### src/rtl/dsp_opdec_map.svh
// Field positions, codes, register offsets and reset values of the slice opcode decoder
`ifndef DSP_OPDEC_MAP_SVH
`define DSP_OPDEC_MAP_SVH

// ****************************************************************
// Instruction word fields
// ****************************************************************
`define OPW_MSB 21
`define XY_MSB 3
`define XY_LSB 0
`define Z_MSB 6
`define Z_LSB 4
`define W_MSB 8
`define W_LSB 7
`define ALU_MSB 12
`define ALU_LSB 9
`define CRY_MSB 16
`define CRY_LSB 13
`define PRE_MSB 21
`define PRE_LSB 17
`define CIN_BIT 11
`define CIN_ALU_BIT 2
`define Z_SHIFT 17

// ****************************************************************
// Field codes
// ****************************************************************
`define XY_ZERO 4'h0
`define XY_P 4'h1
`define XY_AB 4'h2
`define XY_MUL 4'h3
`define XY_C 4'h4
`define XY_PC 4'h5
`define XY_ABC 4'h6
`define Z_ZERO 3'h0
`define Z_CASC 3'h1
`define Z_P 3'h2
`define Z_C 3'h3
`define Z_CASC_SHR 3'h4
`define Z_P_SHR 3'h5
`define W_ZERO 2'h0
`define W_P 2'h1
`define W_RND 2'h2
`define W_C 2'h3
`define ALU_ADD 4'h0
`define ALU_ZSUB 4'h3
`define ALU_LAST 4'hD
`define CRY_ZERO 4'h0
`define CRY_ONE 4'h1
`define CRY_EXT 4'h2
`define CRY_LAST 4'h9
`define PRE_ZERO 5'h00
`define PRE_MUL 5'h01
`define PRE_LAST 5'h15

// ****************************************************************
// Preset operation codes
// ****************************************************************
`define PS_C_MUL 3'h0
`define PS_CASC_MUL 3'h1
`define PS_P_MUL 3'h2
`define PS_MUL 3'h3
`define PS_C_AB 3'h4
`define PS_C_SUB_AB 3'h5
`define PS_C 3'h6
`define PS_CUSTOM 3'h7

// ****************************************************************
// Register map
// ****************************************************************
`define REG_CFG 4'h0
`define REG_STATUS 4'h4
`define REG_WORD 4'h8
`define CFG_PS_MSB 2
`define CFG_PS_LSB 0
`define CFG_ASEL 4
`define CFG_BSEL 5
`define ST_ILLEGAL 0
`define ST_CUSTOM 1
`define ST_CIN_EXT 2
`define CFG_PS_RST 3'h7
`define DATA_ZERO 32'h0000_0000

`endif

### src/rtl/dsp_opdec_pkg.sv
// Field types of the slice opcode decoder
`include "dsp_opdec_map.svh"
`default_nettype none
package dsp_opdec_pkg;
  typedef logic [`OPW_MSB:0] op_word_t;
  typedef logic [`XY_MSB-`XY_LSB:0] xy_sel_t;
  typedef logic [`Z_MSB-`Z_LSB:0] z_sel_t;
  typedef logic [`W_MSB-`W_LSB:0] w_sel_t;
  typedef logic [`ALU_MSB-`ALU_LSB:0] alu_func_t;
  typedef logic [`CRY_MSB-`CRY_LSB:0] carry_sel_t;
  typedef logic [`PRE_MSB-`PRE_LSB:0] premul_t;
  typedef enum logic [2:0] {
    PS_C_MUL = `PS_C_MUL,
    PS_CASC_MUL = `PS_CASC_MUL,
    PS_P_MUL = `PS_P_MUL,
    PS_MUL = `PS_MUL,
    PS_C_AB = `PS_C_AB,
    PS_C_SUB_AB = `PS_C_SUB_AB,
    PS_C = `PS_C,
    PS_CUSTOM = `PS_CUSTOM
  } preset_t;
endpackage
`default_nettype wire

### src/rtl/dsp_slice_opcode_decoder.sv
// Top of the slice opcode decoder with its Wishbone register file
//
// Operation
// - op[3:0] selects X/Y source: zero, P, A:B, A*B, C, P+C, A:B+C.
// - Concatenated operand puts A in the upper bits, B below.
// - op[6:4] selects Z source: zero, cascade_in, P, C, or shifted forms.
// - Shifted Z sources are arithmetic right shifts by seventeen.
// - op[8:7] selects W source: zero, P, rounding_constant, or C.
// - op[12:9] selects one of the arithmetic or logic ALU functions.
// - op[16:13] selects carry source, including constant zero or one.
// - External carry source inserts carry_in_ext into the word at bit 11.
// - Carry codes also cover rounding, wide add/sub/acc and product rounding.
// - op[21:17] selects one of 22 pre-adder/multiplier functions.
// - Preset equations cover common cases; custom uses the word fields.
// - A and B operands each come from their first or second stage.
`include "dsp_opdec_map.svh"
`default_nettype none
module dsp_slice_opcode_decoder #(
  parameter int AW = 30,
  parameter int BW = 18,
  parameter int PW = 48
) (
  input wire logic ref_clk,
  input wire logic rst_n,
  input wire logic wb_cyc_i,
  input wire logic wb_stb_i,
  input wire logic wb_we_i,
  input wire logic [3:0] wb_adr_i,
  input wire logic [3:0] wb_sel_i,
  input wire logic [31:0] wb_dat_i,
  output logic [31:0] wb_dat_o,
  output logic wb_ack_o,
  input wire dsp_opdec_pkg::op_word_t instr_word,
  input wire logic carry_in_ext,
  input wire logic [AW-1:0] a1,
  input wire logic [AW-1:0] a2,
  input wire logic [BW-1:0] b1,
  input wire logic [BW-1:0] b2,
  input wire logic [PW-1:0] cascade_in,
  input wire logic [PW-1:0] p_fb,
  output dsp_opdec_pkg::xy_sel_t xy_sel,
  output dsp_opdec_pkg::z_sel_t z_sel,
  output dsp_opdec_pkg::w_sel_t w_sel,
  output dsp_opdec_pkg::alu_func_t alu_func,
  output dsp_opdec_pkg::carry_sel_t carry_sel,
  output dsp_opdec_pkg::premul_t premul,
  output logic [AW-1:0] a_op,
  output logic [BW-1:0] b_op,
  output logic [AW+BW-1:0] ab_concat,
  output logic [PW-1:0] casc_shr,
  output logic [PW-1:0] p_shr,
  output logic op_illegal
);
  dsp_opdec_pkg::preset_t cfg_preset_r;
  logic cfg_asel_r;
  logic cfg_bsel_r;
  dsp_opdec_pkg::op_word_t eff_word;
  dsp_opdec_pkg::op_word_t eff_word_r;
  dsp_opdec_pkg::xy_sel_t dec_xy;
  dsp_opdec_pkg::z_sel_t dec_z;
  dsp_opdec_pkg::w_sel_t dec_w;
  dsp_opdec_pkg::alu_func_t dec_alu;
  dsp_opdec_pkg::carry_sel_t dec_carry;
  dsp_opdec_pkg::premul_t dec_pre;
  logic dec_illegal;
  logic [AW-1:0] fm_a;
  logic [BW-1:0] fm_b;
  logic [AW+BW-1:0] fm_ab;
  logic [PW-1:0] fm_casc_shr;
  logic [PW-1:0] fm_p_shr;
  logic wb_req;
  logic wb_wr;
  logic [31:0] rd_nxt;
  logic cfg_custom;

  // ****************************************************************
  // Decode and operand forming
  // ****************************************************************
  opcode_field_decoder u_dec (
    .op_word(instr_word),
    .carry_in_ext(carry_in_ext),
    .preset(cfg_preset_r),
    .eff_word(eff_word),
    .xy_sel(dec_xy),
    .z_sel(dec_z),
    .w_sel(dec_w),
    .alu_func(dec_alu),
    .carry_sel(dec_carry),
    .premul(dec_pre),
    .illegal(dec_illegal)
  );

  operand_former #(
    .AW(AW),
    .BW(BW),
    .PW(PW)
  ) u_form (
    .a1(a1),
    .a2(a2),
    .b1(b1),
    .b2(b2),
    .a_sel(cfg_asel_r),
    .b_sel(cfg_bsel_r),
    .cascade_in(cascade_in),
    .p_fb(p_fb),
    .a_op(fm_a),
    .b_op(fm_b),
    .ab_concat(fm_ab),
    .casc_shr(fm_casc_shr),
    .p_shr(fm_p_shr)
  );

  assign cfg_custom = (cfg_preset_r == dsp_opdec_pkg::PS_CUSTOM);

  // ****************************************************************
  // Registered slice controls
  // ****************************************************************
  // One register stage: the slice sees a new word at its next edge
  always_ff @(posedge ref_clk or negedge rst_n) begin
    if (!rst_n) begin
      xy_sel <= `XY_ZERO;
      z_sel <= `Z_ZERO;
      w_sel <= `W_ZERO;
      alu_func <= `ALU_ADD;
      carry_sel <= `CRY_ZERO;
      premul <= `PRE_ZERO;
      op_illegal <= 1'b0;
      eff_word_r <= '0;
    end else begin
      xy_sel <= dec_xy;
      z_sel <= dec_z;
      w_sel <= dec_w;
      alu_func <= dec_alu;
      carry_sel <= dec_carry;
      premul <= dec_pre;
      op_illegal <= dec_illegal;
      eff_word_r <= eff_word;
    end
  end

  // Operands registered too, so every output leaves a flip-flop
  always_ff @(posedge ref_clk or negedge rst_n) begin
    if (!rst_n) begin
      a_op <= '0;
      b_op <= '0;
      ab_concat <= '0;
      casc_shr <= '0;
      p_shr <= '0;
    end else begin
      a_op <= fm_a;
      b_op <= fm_b;
      ab_concat <= fm_ab;
      casc_shr <= fm_casc_shr;
      p_shr <= fm_p_shr;
    end
  end

  // ****************************************************************
  // Wishbone slave
  // ****************************************************************
  assign wb_req = wb_cyc_i && wb_stb_i && !wb_ack_o;
  assign wb_wr = wb_req && wb_we_i;

  always_ff @(posedge ref_clk or negedge rst_n) begin
    if (!rst_n) begin
      wb_ack_o <= 1'b0;
    end else begin
      wb_ack_o <= wb_req;
    end
  end

  // Only byte lane 0 carries configuration bits
  always_ff @(posedge ref_clk or negedge rst_n) begin
    if (!rst_n) begin
      cfg_preset_r <= dsp_opdec_pkg::preset_t'(`CFG_PS_RST);
      cfg_asel_r <= 1'b0;
      cfg_bsel_r <= 1'b0;
    end else if (wb_wr && (wb_adr_i == `REG_CFG) && wb_sel_i[0]) begin
      cfg_preset_r <= dsp_opdec_pkg::preset_t'(wb_dat_i[`CFG_PS_MSB:`CFG_PS_LSB]);
      cfg_asel_r <= wb_dat_i[`CFG_ASEL];
      cfg_bsel_r <= wb_dat_i[`CFG_BSEL];
    end
  end

  always_comb begin
    rd_nxt = `DATA_ZERO;
    unique case (wb_adr_i)
      `REG_CFG: begin
        rd_nxt[`CFG_PS_MSB:`CFG_PS_LSB] = cfg_preset_r;
        rd_nxt[`CFG_ASEL] = cfg_asel_r;
        rd_nxt[`CFG_BSEL] = cfg_bsel_r;
      end
      `REG_STATUS: begin
        rd_nxt[`ST_ILLEGAL] = op_illegal;
        rd_nxt[`ST_CUSTOM] = cfg_custom;
        rd_nxt[`ST_CIN_EXT] = (carry_sel == `CRY_EXT);
      end
      `REG_WORD: begin
        rd_nxt[`OPW_MSB:0] = eff_word_r;
      end
      default: begin
        rd_nxt = `DATA_ZERO;
      end
    endcase
  end

  // Unmapped addresses still ack, reading zero and ignoring writes
  always_ff @(posedge ref_clk or negedge rst_n) begin
    if (!rst_n) begin
      wb_dat_o <= `DATA_ZERO;
    end else if (wb_req && !wb_we_i) begin
      wb_dat_o <= rd_nxt;
    end
  end
endmodule // dsp_slice_opcode_decoder
`default_nettype wire

### src/rtl/opcode_field_decoder.sv
// Combinational split of the instruction word into slice control fields
`include "dsp_opdec_map.svh"
`default_nettype none
module opcode_field_decoder (
  input wire dsp_opdec_pkg::op_word_t op_word,
  input wire logic carry_in_ext,
  input wire dsp_opdec_pkg::preset_t preset,
  output dsp_opdec_pkg::op_word_t eff_word,
  output dsp_opdec_pkg::xy_sel_t xy_sel,
  output dsp_opdec_pkg::z_sel_t z_sel,
  output dsp_opdec_pkg::w_sel_t w_sel,
  output dsp_opdec_pkg::alu_func_t alu_func,
  output dsp_opdec_pkg::carry_sel_t carry_sel,
  output dsp_opdec_pkg::premul_t premul,
  output logic illegal
);
  function automatic dsp_opdec_pkg::op_word_t pack(input dsp_opdec_pkg::xy_sel_t xy,
      input dsp_opdec_pkg::z_sel_t z, input dsp_opdec_pkg::alu_func_t alu,
      input dsp_opdec_pkg::premul_t pre);
    dsp_opdec_pkg::op_word_t w;
    w = '0;
    w[`XY_MSB:`XY_LSB] = xy;
    w[`Z_MSB:`Z_LSB] = z;
    w[`W_MSB:`W_LSB] = `W_ZERO;
    w[`ALU_MSB:`ALU_LSB] = alu;
    w[`CRY_MSB:`CRY_LSB] = `CRY_ZERO;
    w[`PRE_MSB:`PRE_LSB] = pre;
    return w;
  endfunction

  dsp_opdec_pkg::op_word_t preset_word;

  // ****************************************************************
  // Preset equations
  // ****************************************************************
  always_comb begin
    preset_word = '0;
    unique case (preset)
      dsp_opdec_pkg::PS_C_MUL: preset_word = pack(`XY_MUL, `Z_C, `ALU_ADD, `PRE_MUL);
      dsp_opdec_pkg::PS_CASC_MUL: preset_word = pack(`XY_MUL, `Z_CASC, `ALU_ADD, `PRE_MUL);
      dsp_opdec_pkg::PS_P_MUL: preset_word = pack(`XY_MUL, `Z_P, `ALU_ADD, `PRE_MUL);
      dsp_opdec_pkg::PS_MUL: preset_word = pack(`XY_MUL, `Z_ZERO, `ALU_ADD, `PRE_MUL);
      dsp_opdec_pkg::PS_C_AB: preset_word = pack(`XY_AB, `Z_C, `ALU_ADD, `PRE_ZERO);
      dsp_opdec_pkg::PS_C_SUB_AB: preset_word = pack(`XY_AB, `Z_C, `ALU_ZSUB, `PRE_ZERO);
      dsp_opdec_pkg::PS_C: preset_word = pack(`XY_ZERO, `Z_C, `ALU_ADD, `PRE_ZERO);
      dsp_opdec_pkg::PS_CUSTOM: preset_word = op_word;
    endcase
  end

  // ****************************************************************
  // Field split, carry insertion, range check
  // ****************************************************************
  always_comb begin
    eff_word = preset_word;
    if (preset_word[`CRY_MSB:`CRY_LSB] == `CRY_EXT) begin
      eff_word[`CIN_BIT] = carry_in_ext;
    end
  end

  assign xy_sel = eff_word[`XY_MSB:`XY_LSB];
  assign z_sel = eff_word[`Z_MSB:`Z_LSB];
  assign w_sel = eff_word[`W_MSB:`W_LSB];
  assign alu_func = eff_word[`ALU_MSB:`ALU_LSB];
  assign carry_sel = eff_word[`CRY_MSB:`CRY_LSB];
  assign premul = eff_word[`PRE_MSB:`PRE_LSB];
  // Codes past the last listed entry have no slice meaning
  assign illegal = (xy_sel > `XY_ABC) || (z_sel > `Z_P_SHR) || (alu_func > `ALU_LAST)
                   || (carry_sel > `CRY_LAST) || (premul > `PRE_LAST);
endmodule // opcode_field_decoder
`default_nettype wire

### src/rtl/operand_former.sv
// Register-stage choice, A:B concatenation and downshifted Z operands
`include "dsp_opdec_map.svh"
`default_nettype none
module operand_former #(
  parameter int AW = 30,
  parameter int BW = 18,
  parameter int PW = 48
) (
  input wire logic [AW-1:0] a1,
  input wire logic [AW-1:0] a2,
  input wire logic [BW-1:0] b1,
  input wire logic [BW-1:0] b2,
  input wire logic a_sel,
  input wire logic b_sel,
  input wire logic [PW-1:0] cascade_in,
  input wire logic [PW-1:0] p_fb,
  output logic [AW-1:0] a_op,
  output logic [BW-1:0] b_op,
  output logic [AW+BW-1:0] ab_concat,
  output logic [PW-1:0] casc_shr,
  output logic [PW-1:0] p_shr
);
  assign a_op = a_sel ? a2 : a1;
  assign b_op = b_sel ? b2 : b1;
  assign ab_concat = {a_op, b_op};
  // Arithmetic shift keeps the sign of wide accumulations
  assign casc_shr = $signed(cascade_in) >>> `Z_SHIFT;
  assign p_shr = $signed(p_fb) >>> `Z_SHIFT;
endmodule // operand_former
`default_nettype wire

### config.mk
export PLATFORM = sky130hd
export DESIGN_NAME = dsp_slice_opcode_decoder
export DESIGN_NICKNAME = d
export VERILOG_FILES = /design/src/rtl/dsp_opdec_pkg.sv /design/src/rtl/dsp_slice_opcode_decoder.sv /design/src/rtl/opcode_field_decoder.sv /design/src/rtl/operand_former.sv
export VERILOG_INCLUDE_DIRS = /design/src /design/src/rtl
export SDC_FILE = /design/constraint.sdc
export NUM_CORES = 1
export LEC_CHECK = 0
export BUFFER_PORTS_ARGS = -buffer_cell sky130_fd_sc_hd__buf_2
export CORE_AREA = 2 2 198 200
export CTS_CLUSTER_DIAMETER = 150
export DETAILED_ROUTE_END_ITERATION = 6
export DIE_AREA = 0 0 200 202
export PLACE_DENSITY = 0.39
export REMOVE_ABC_BUFFERS = 1
export SLEW_MARGIN = 20
export SYNTH_ARGS = -nofsm -noshare
export SYNTH_HDL_FRONTEND = slang
export SYNTH_SLANG_ARGS = --single-unit
### constraint.sdc
create_clock -name ref_clk -period 2.7 [get_ports ref_clk]
set_input_delay 0.81 -clock ref_clk [delete_from_list [all_inputs] [get_ports ref_clk]]
set_output_delay 0.81 -clock ref_clk [all_outputs]
set_load 0.01 [all_outputs]
# After elaboration in Yosys (flattened, before gate mapping)
# Index checks and enable logic that the tools add are counted.
word_totals:
  out_inout_bits: 248
  in_bits: 260
  reg_bits: 231
classes:
  reduce_logical: 14
  eq_ne: 11
  mux: 8
  n_lt_le_gt_ge: 5
op_table:
  columns: ["operator", "count"]
  rows:
  - ["case mux 22 bit (8 select lines)", 1]
  - ["2-to-1 mux 30 bit", 1]
  - ["2-to-1 mux 18 bit", 1]
  - ["2-to-1 mux 16 bit", 1]
  - ["equality test 3 bit (second input constant)", 4]
  - ["case mux 3 bit (3 select lines)", 1]
  - ["equality test 4 x 2 -> 1 bit (second input constant)", 2]
  - ["> comparator 4 bit (second input constant)", 2]
  - ["equality test 3 x 2 -> 1 bit (second input constant)", 2]
  - ["logical AND 1 bit", 6]
  - ["> comparator 5 bit (second input constant)", 1]
  - ["equality test 4 x 3 -> 1 bit (second input constant)", 1]
  - ["equality test 4 bit (second input constant)", 1]
  - ["> comparator 4 x 3 -> 1 bit (second input constant)", 1]
  - ["zero test 4 bit", 1]
  - ["logical OR 1 bit", 4]
  - ["case mux 2 bit (2 select lines)", 1]
  - ["equality test 3 x 1 -> 1 bit (second input constant)", 1]
  - ["> comparator 3 bit (second input constant)", 1]
  - ["zero test 3 bit", 1]
  - ["zero test 1 bit", 2]
  - ["2-to-1 mux 1 bit", 2]

# Depth between registers and ports, before layout
# Gate-level depths: netlist (run 1).
logic_depth:
  ltp_word: 8
  depth_mapped: 7

# Modules after synthesis
# From an unflattened synthesis (run 1), not the netlist that was laid out.
unflattened:
  hier_cells: 633
  area_unflattened_um2: 9426.5
by_module_without_submodules:
  columns: ["module", "instances", "cells_each", "area_per_inst_um2", "seq_area_each_um2"]
  rows:
  - ["dsp_slice_opcode_decoder", 1, 368, 7233.2, 6635.1]
  - ["operand_former", 1, 197, 1712.9, 0.0]
  - ["opcode_field_decoder", 1, 68, 480.5, 0.0]

# Worst setup path after synthesis (run 1)
# No wires, ideal clock.
synth_timing:
  kind: "input to register"
  start: "in wb_we_i"
  end: "reg wb_dat_o[10]"
  path_stages: 7
  setup_slack_ns: 0.907
  arrival_ns: 1.672
  path_cell_list: "nand4bb_1 -> buf_2 -> nand2b_4 -> nor2b_4 -> buf_6 -> buf_12 -> a22o_1"
synth_via:
  elab_chain_len: 2
synth_rtl:
  columns: ["element", "line_no", "source"]
  rows:
  - ["start: declaration", "dsp_slice_opcode_decoder.sv:27", "input wire logic wb_we_i,"]
  - ["zero test 1 bit", "dsp_slice_opcode_decoder.sv:211", "end else if (wb_req && !wb_we_i) begin"]
  - ["logical AND 1 bit", "dsp_slice_opcode_decoder.sv:211", null]
  - ["end signal: assignment", "dsp_slice_opcode_decoder.sv:210", "wb_dat_o <= `DATA_ZERO;"]
  - ["end signal: assignment", "dsp_slice_opcode_decoder.sv:212", "wb_dat_o <= rd_nxt;"]
  - ["end: declaration", "dsp_slice_opcode_decoder.sv:31", "output logic [31:0] wb_dat_o,"]
# Every way passes these cells.
# A chain may end at the register's enable or synchronous reset.

# Worst setup path in the final report (run 1)
layout_timing:
  start: "reg, netlist name p_shr[30]"
  end: "out p_shr[43]"
layout_lines:
  columns: ["element", "line_no", "source"]
  rows:
  - ["end: declaration", "dsp_slice_opcode_decoder.sv:51", "output logic [PW-1:0] p_shr,"]
# No word-level cell between the ends.

==> flow_summary_export.csv, run 1 <==
group,metric,value,unit
placement,port_buffers,433,
critical_path,regToRegSetupSlack,1.11,ns
critical_path,worstSetupPathType,"reg2out",
clock_tree,htreeDepth,4,
clock_tree,cts_setup_buffers,0,
layout,final_common_cell,"buf_2",
routing,drc,0,
power_and_ir_drop,total_power,5.67,mW
logic_synthesis,synth.ff_latch_count,161,
status,status,"completed",
logic_synthesis,yosysSeqAreaShare,0.671,
routing,antenna_violating_nets_post_route,0,
routing,first_iter_violations,64,
sta,finalCritPeriodShare,0.746,
grt,grt_first_pass_wirelength,27600,um
floorplan,core_area,0.0383,sq mm
sta,fin_worst_skew,0.0119,ns
logic_synthesis,synth.avg_cell_area,14.5,sq um
sta,final_hold_viol_count,0,
logic_synthesis,synthesis.area,0.00601,sq mm
power_and_ir_drop,peakVddDrop,405,uV
layout,nets,1040,
layout,final_cells,1313,
floorplan,die-area,0.0404,sq mm
clock_tree,worstSkewPairLatency,0.44,ns
critical_path,setup.worst_path.end_class,"primary output",
clock_tree,clk_pin_slew,0.07,ns
logic_synthesis,synth_top_area_cell,"dfrtp_1",
critical_path,crit_buf_inv,1,
critical_path,crit_family,"flip-flops",
layout,syn_to_final_growth,46.2,%
sta,fmax,497,MHz
routing,wl_per_cell,14.7,um
sta,max_slew_margin,0.331,
routing,drt-pass1-iter-count,4,
logic_synthesis,synth.distinct_cells,37,
sta,fin_crit,2.01,ns
floorplan,start_util,0.157,
critical_path,slowest_delay,0.56,ns
sta,fin_tns_setup,0,ns
grt,antenna_found_initial,2,
grt,grt_use_total,0.0945,
floorplan,die_w,200,um
clock_tree,cts_resized,0,
sta,tightestPinTransition,1.00,ns
logic_synthesis,synth_area_leaders,"dfrtp_1, buf_4, mux2_2, a22o_1, and2_1",
grt,grt_max_degree,52,
critical_path,cpMaxStageDelayCell,"dfrtp_1",
critical_path,path_cells,"buf_2",
sta,setup_viol,0,
power_and_ir_drop,p_leak,4.53,nW
clock_tree,cts-hold-fix-buffers,0,
layout,drive_gt1_frac,0.670,
logic_synthesis,async_flop_share,1.00,
sta,rsz0062_at_grt,"false",
layout,fin_util,0.230,
placement,gp_congestion,0.767,
worst_hold_path,min_path_type,"in2async",
logic_synthesis,synth_ff_type,"dfrtp_1",
clock_tree,clock_sinks,161,
floorplan,num_io_pins,508,
logic_synthesis,synth_warnings,0,
logic_synthesis,syn_inst,414,
grt,grt_pass1_vias,4530,
placement,dpl.hpwl,15100,um
power_and_ir_drop,pwr_density_cell,645,mW/mm^2
run,maxCapViolations,0,
clock_tree,cts_tree,"done",
critical_path,required,1.89,ns
floorplan,die_h,202,um
critical_path,worstSetupStartpointType,"flip-flop",
clock_tree,clockBufferDepth,2,
routing,vias_per_cell,3.35,
floorplan,rows,72,
routing,wirelength,19300,um
critical_path,arrival,1.20,ns
placement,numPlacedInstances,1279,
logic_synthesis,synth_edf_count,0,
routing,vias,4393,
grt,grt_remaining_overflow,0,
logic_synthesis,synth_top_area_share,0.658,
sta,maxSlewViolCount,0,
critical_path,crit_fanout,18,
clock_tree,cts_buffers,17,
layout,layout_common_cells,"buf_2, dfrtp_1, mux2_2",
clock_tree,cts_root_buf,"clkbuf_16",
[final timing paths]
path / from / end / depth (start not counted)
max in group asynchronous: rst_n / cfg_preset_r[1]$_DFFE_PN1P_ / 2
setup / recovery: p_shr[30]$_DFF_PN0_ / p_shr[43] / 1
hold / removal: rst_n / p_shr[2]$_DFF_PN0_ / 1
min in group ref_clk: p_fb[29] / p_shr[12]$_DFF_PN0_ / 1
setup reg to reg: cfg_bsel_r$_DFFE_PN0P_ / wb_dat_o[5]$_DFFE_PN0P_ / 4
hold reg to reg: eff_word_r[21]$_DFF_PN0_ / wb_dat_o[21]$_DFFE_PN0P_ / 1
[routing by layer]
metal	track usage	wire length [um]	vias to the layer above
met1	0.106	7480	2096
li1	-	-	2025
met2	0.161	9600	260
met3	0.0400	1940	12
met4	0.0280	224	0
met5	0	0	-
[flip-flops by register name, summed over array words and instances (netlist names)]
register      count
cfg_preset_r      3
casc_shr         31
eff_word_r       22
cfg_asel_r        1
wb_dat_o         22
wb_ack_o          1
ab_concat        47
cfg_bsel_r        1
op_illegal        1
a_op              1
p_shr            31
[synth_stat cells (2+ instances only)]
master / count
buf_4: 92
mux2_2: 48
o21ai_0: 3
dfrtp_1: 158
mux2i_1: 2
dfstp_2: 3
a221o_1: 2
nand2_1: 13
clkbuf_1: 5
nor2b_1: 2
inv_1: 5
nand3_1: 7
a22o_1: 18
and2_1: 14
buf_2: 6
mux2_1: 5
nor2_1: 5
a21oi_1: 7
[logic make-up (layout without fill, tap and decap cells)]
group | count (synthesis) | after routing | share of synthesized area
compound gates | 35 | 35 | 0.0441
buf+inv | 111 | 481 | 0.132
other cells | 1 | 12 | 0.000624
flops | 161 | 161 | 0.671
simple gates | 51 | 51 | 0.0501
mux | 55 | 55 | 0.103
[report_power, final]
group	switching, mW	leakage (nW)	internal (mW)	total [mW]
Sequential	0.0802	1.95	2.53	2.61
Combinational	0.327	2.28	0.314	0.641
Clock	1.10	0.291	1.32	2.42
[final cells by class]
type | instances | area, sq um
timing repair buffer | 444 | 2280
clock buffer | 18 | 439
sequential | 161 | 4030
inverter | 5 | 18.8
antenna | 2 | 5.00
multi-input combinational | 151 | 1220
clock inverter | 14 | 146
tap | 518 | 648
fill | 4128 | 29500
[metrics by stage]
stage,hold WS (ns),instance area [sq um],setup WS [ns]
3_3_place_gp,0.474,8200,0.616
5_1_grt,0.335,8790,0.524
6_report,0.325,8790,0.687
2_1_floorplan,0.466,5270,0.303
4_1_cts,0.314,8790,0.635
3_5_place_dp,0.474,8200,0.586
Note: power is estimated with default switching activity, not from simulation.
==> run 2, diff against run 1 <==
--- a/config.mk
+++ b/config.mk
@@ -7,11 +7,11 @@
 export NUM_CORES = 1
 export LEC_CHECK = 0
 export BUFFER_PORTS_ARGS = -buffer_cell sky130_fd_sc_hd__buf_2
-export CORE_AREA = 2 2 198 200
+export CORE_AREA = 2 2 196 198
 export CTS_CLUSTER_DIAMETER = 150
 export DETAILED_ROUTE_END_ITERATION = 6
-export DIE_AREA = 0 0 200 202
-export PLACE_DENSITY = 0.39
+export DIE_AREA = 0 0 198 200
+export PLACE_DENSITY = 0.41
 export REMOVE_ABC_BUFFERS = 1
 export SLEW_MARGIN = 20
 export SYNTH_ARGS = -nofsm -noshare
==> constraint.sdc (replaced) <==
create_clock -name ref_clk -period 1.7 [get_ports ref_clk]
set_input_delay 0.51 -clock ref_clk [delete_from_list [all_inputs] [get_ports ref_clk]]
set_output_delay 0.51 -clock ref_clk [all_outputs]
set_load 0.01 [all_outputs]
==> run 2 against run 1 <==
Via count increased by 0.36%. Global-route usage is 0.69 points higher. Routed wire length is 7.1% higher. Sequential share of layout area down 0.67 points. Clock skew is 0.0022 ns lower. Setup slack got worse by 0.63 ns. Highest routed layer unchanged. First-iteration DRC count grew 86%. Critical path depth increased by 1. Die area decreased by 2.0%. Power grew 60%. Largest cell class unchanged. Critical endpoint is now casc_shr[33]. Final cell count grew 0.38%.
==> flow_summary_export.csv, run 2 (synthesis gave the netlist of run 1 again) <==
group,metric,value,unit
critical_path,setup.worst_path.end_class,"primary output",
layout,final_common_cell,"buf_2",
grt,grt_remaining_overflow,0,
critical_path,arrival,1.13,ns
layout,drive_gt1_frac,0.674,
sta,fin_tns_setup,0,ns
placement,gp_congestion,0.715,
floorplan,die_w,198,um
floorplan,die_h,200,um
critical_path,cpMaxStageDelayCell,"dfrtp_2",
power_and_ir_drop,intPower,6.71,mW
placement,place_ws,0.0752,ns
grt,busiest_layer,"met2",
critical_path,worstSetupStartpointType,"flip-flop",
floorplan,num_io_pins,508,
routing,wl_per_cell,15.6,um
layout,fin_util,0.239,
grt,grt_pass1_vias,4456,
sta,fmax,609,MHz
sta,final_hold_viol_count,0,
layout,reg.largest.list,"ab_concat x47, casc_shr x31, p_shr x31",
power_and_ir_drop,switching_share,0.258,
routing,vias,4409,
clock_tree,clk_pin_slew,0.06,ns
routing,drc,0,
floorplan,core_area,0.0374,sq mm
run,maxCapViolations,0,
critical_path,worstSetupPathType,"reg2out",
sta,fin_crit,1.64,ns
power_and_ir_drop,p_comb_frac,0.121,
clock_tree,clock_sinks,161,
layout,top_register,"ab_concat",
sta,tightestPinTransition,0.656,ns
power_and_ir_drop,pwr_density_cell,1010,mW/mm^2
critical_path,crit_fanout,9,
critical_path,slowest_delay,0.40,ns
clock_tree,cts_buffers,17,
grt,grt_use_total,0.101,
routing,drt-pass1-iter-count,4,
sta,post-route-worst-setup-slack,0.0583,ns
clock_tree,htreeDepth,4,
layout,syn_to_final_growth,48.5,%
clock_tree,worstSkewPairLatency,0.44,ns
power_and_ir_drop,peakVddDrop,614,uV
grt,use_met3,0.0397,
sta,maxSlewViolCount,0,
critical_path,required,1.19,ns
status,status,"completed",
routing,vias_per_cell,3.35,
layout,nets,1055,
placement,port_buffers,433,
placement,dpl.hpwl,16300,um
layout,largest_reg_flops,47,
layout,final_cells,1318,
sta,fin_worst_skew,0.00968,ns
grt,grt_max_degree,33,
worst_hold_path,min_path_type,"in2reg",
routing,wirelength,20600,um
sta,max_slew_margin,0.557,
power_and_ir_drop,pwr-share-clk,0.424,
power_and_ir_drop,p_leak,4.59,nW
floorplan,rows,71,
sta,finalCritPeriodShare,0.966,
grt,grtUsageMet2,0.172,
floorplan,start_util,0.161,
routing,first_iter_violations,119,
routing,antenna_violating_nets_post_route,0,
critical_path,path_cells,"buf_4, buf_2",
grt,antenna_found_initial,0,
power_and_ir_drop,total_power,9.05,mW
sta,setup_viol,0,
placement,numPlacedInstances,1284,
floorplan,die-area,0.0396,sq mm
layout,n_antenna_cell,0,
layout,layout_common_cells,"buf_2, dfrtp_1, mux2_2",
clock_tree,cts_root_buf,"clkbuf_16",
grt,met1_usage,0.117,
clock_tree,clockBufferDepth,2,
power_and_ir_drop,seqPwrFrac,0.454,
power_and_ir_drop,p_sw,2.34,mW
grt,grt_first_pass_wirelength,28300,um
clock_tree,cts_tree,"done",
## run 2: changes by cell type in the layout (fill, tap and decap cells not counted), sizes merged, moves of 2 or more
cell,delta
clkinvlp,+4
clkinv,-4
diode,-2
buf,+14
inv,-3
## run 2: layout make-up
| type | instances | area, sq um |
|---|---|---|
| Clock buffer | 19 | 433 |
| Clock inverter | 12 | 135 |
| Fill cell | 3999 | 28500 |
| Inverter | 5 | 18.8 |
| Multi-Input combinational cell | 151 | 1220 |
| Sequential cell | 161 | 4040 |
| Tap cell | 511 | 639 |
| Timing Repair Buffer | 459 | 2450 |
## run 2: final timing paths
path                                           from                       to  slack [ns]  cells after the start
max                          casc_shr[30]$_DFF_PN0_             casc_shr[33]        0.06                      2
min                                        p_fb[25]       p_shr[8]$_DFF_PN0_        0.18                      1
max reg2reg                eff_word_r[13]$_DFF_PN0_  wb_dat_o[2]$_DFFE_PN0P_        0.26                      3
min reg2reg                      wb_ack_o$_DFF_PN0_       wb_ack_o$_DFF_PN0_        0.46                      1
max in group asynchronous                     rst_n     op_illegal$_DFF_PN0_        0.63                      3
min in group asynchronous                     rst_n      p_shr[12]$_DFF_PN0_        0.54                      2
## run 2: critical path, delay by kind of cell, from the launching register on
family / cells / cell delay [ns]
buf+inv: 2 / 0.30
flops: 1 / 0.40
## run 2: power groups by stage
stage                     logic, mW  clock network, mW  registers (mW)
after floorplan               0.173                  0            4.36
after global placement         1.12                  0            4.19
after detailed placement       1.12                  0            4.19
after CTS                      1.13               4.03            4.12
after global routing           1.21               4.17            4.13
final                          1.10               3.84            4.11
## run 2: metal layers
| layer | wire length [um] | up-vias |
|---|---|---|
| li1 | - | 2040 |
| met1 | 8330 | 2105 |
| met2 | 10200 | 250 |
| met3 | 1820 | 14 |
| met4 | 232 | 0 |
| met5 | 0 | - |
## run 2: what timing repair did
item / in CTS / in global routing
cloned: 0 / 0
gates resized for setup: 2 / 2
buffers inserted: 0 / 2
hold endpoints to repair: 21 / 0
hold buffers: 1 / 0
setup endpoints to repair: 36 / 18
pin swaps: 0 / 0
## run 2: stage by stage
step / hold slack, ns / area, sq um
after floorplan: 0.214 / 5270
after global placement: 0.444 / 8330
after detailed placement: 0.446 / 8330
after CTS: 0.138 / 8910
after global routing: 0.141 / 8930
final: 0.178 / 8930
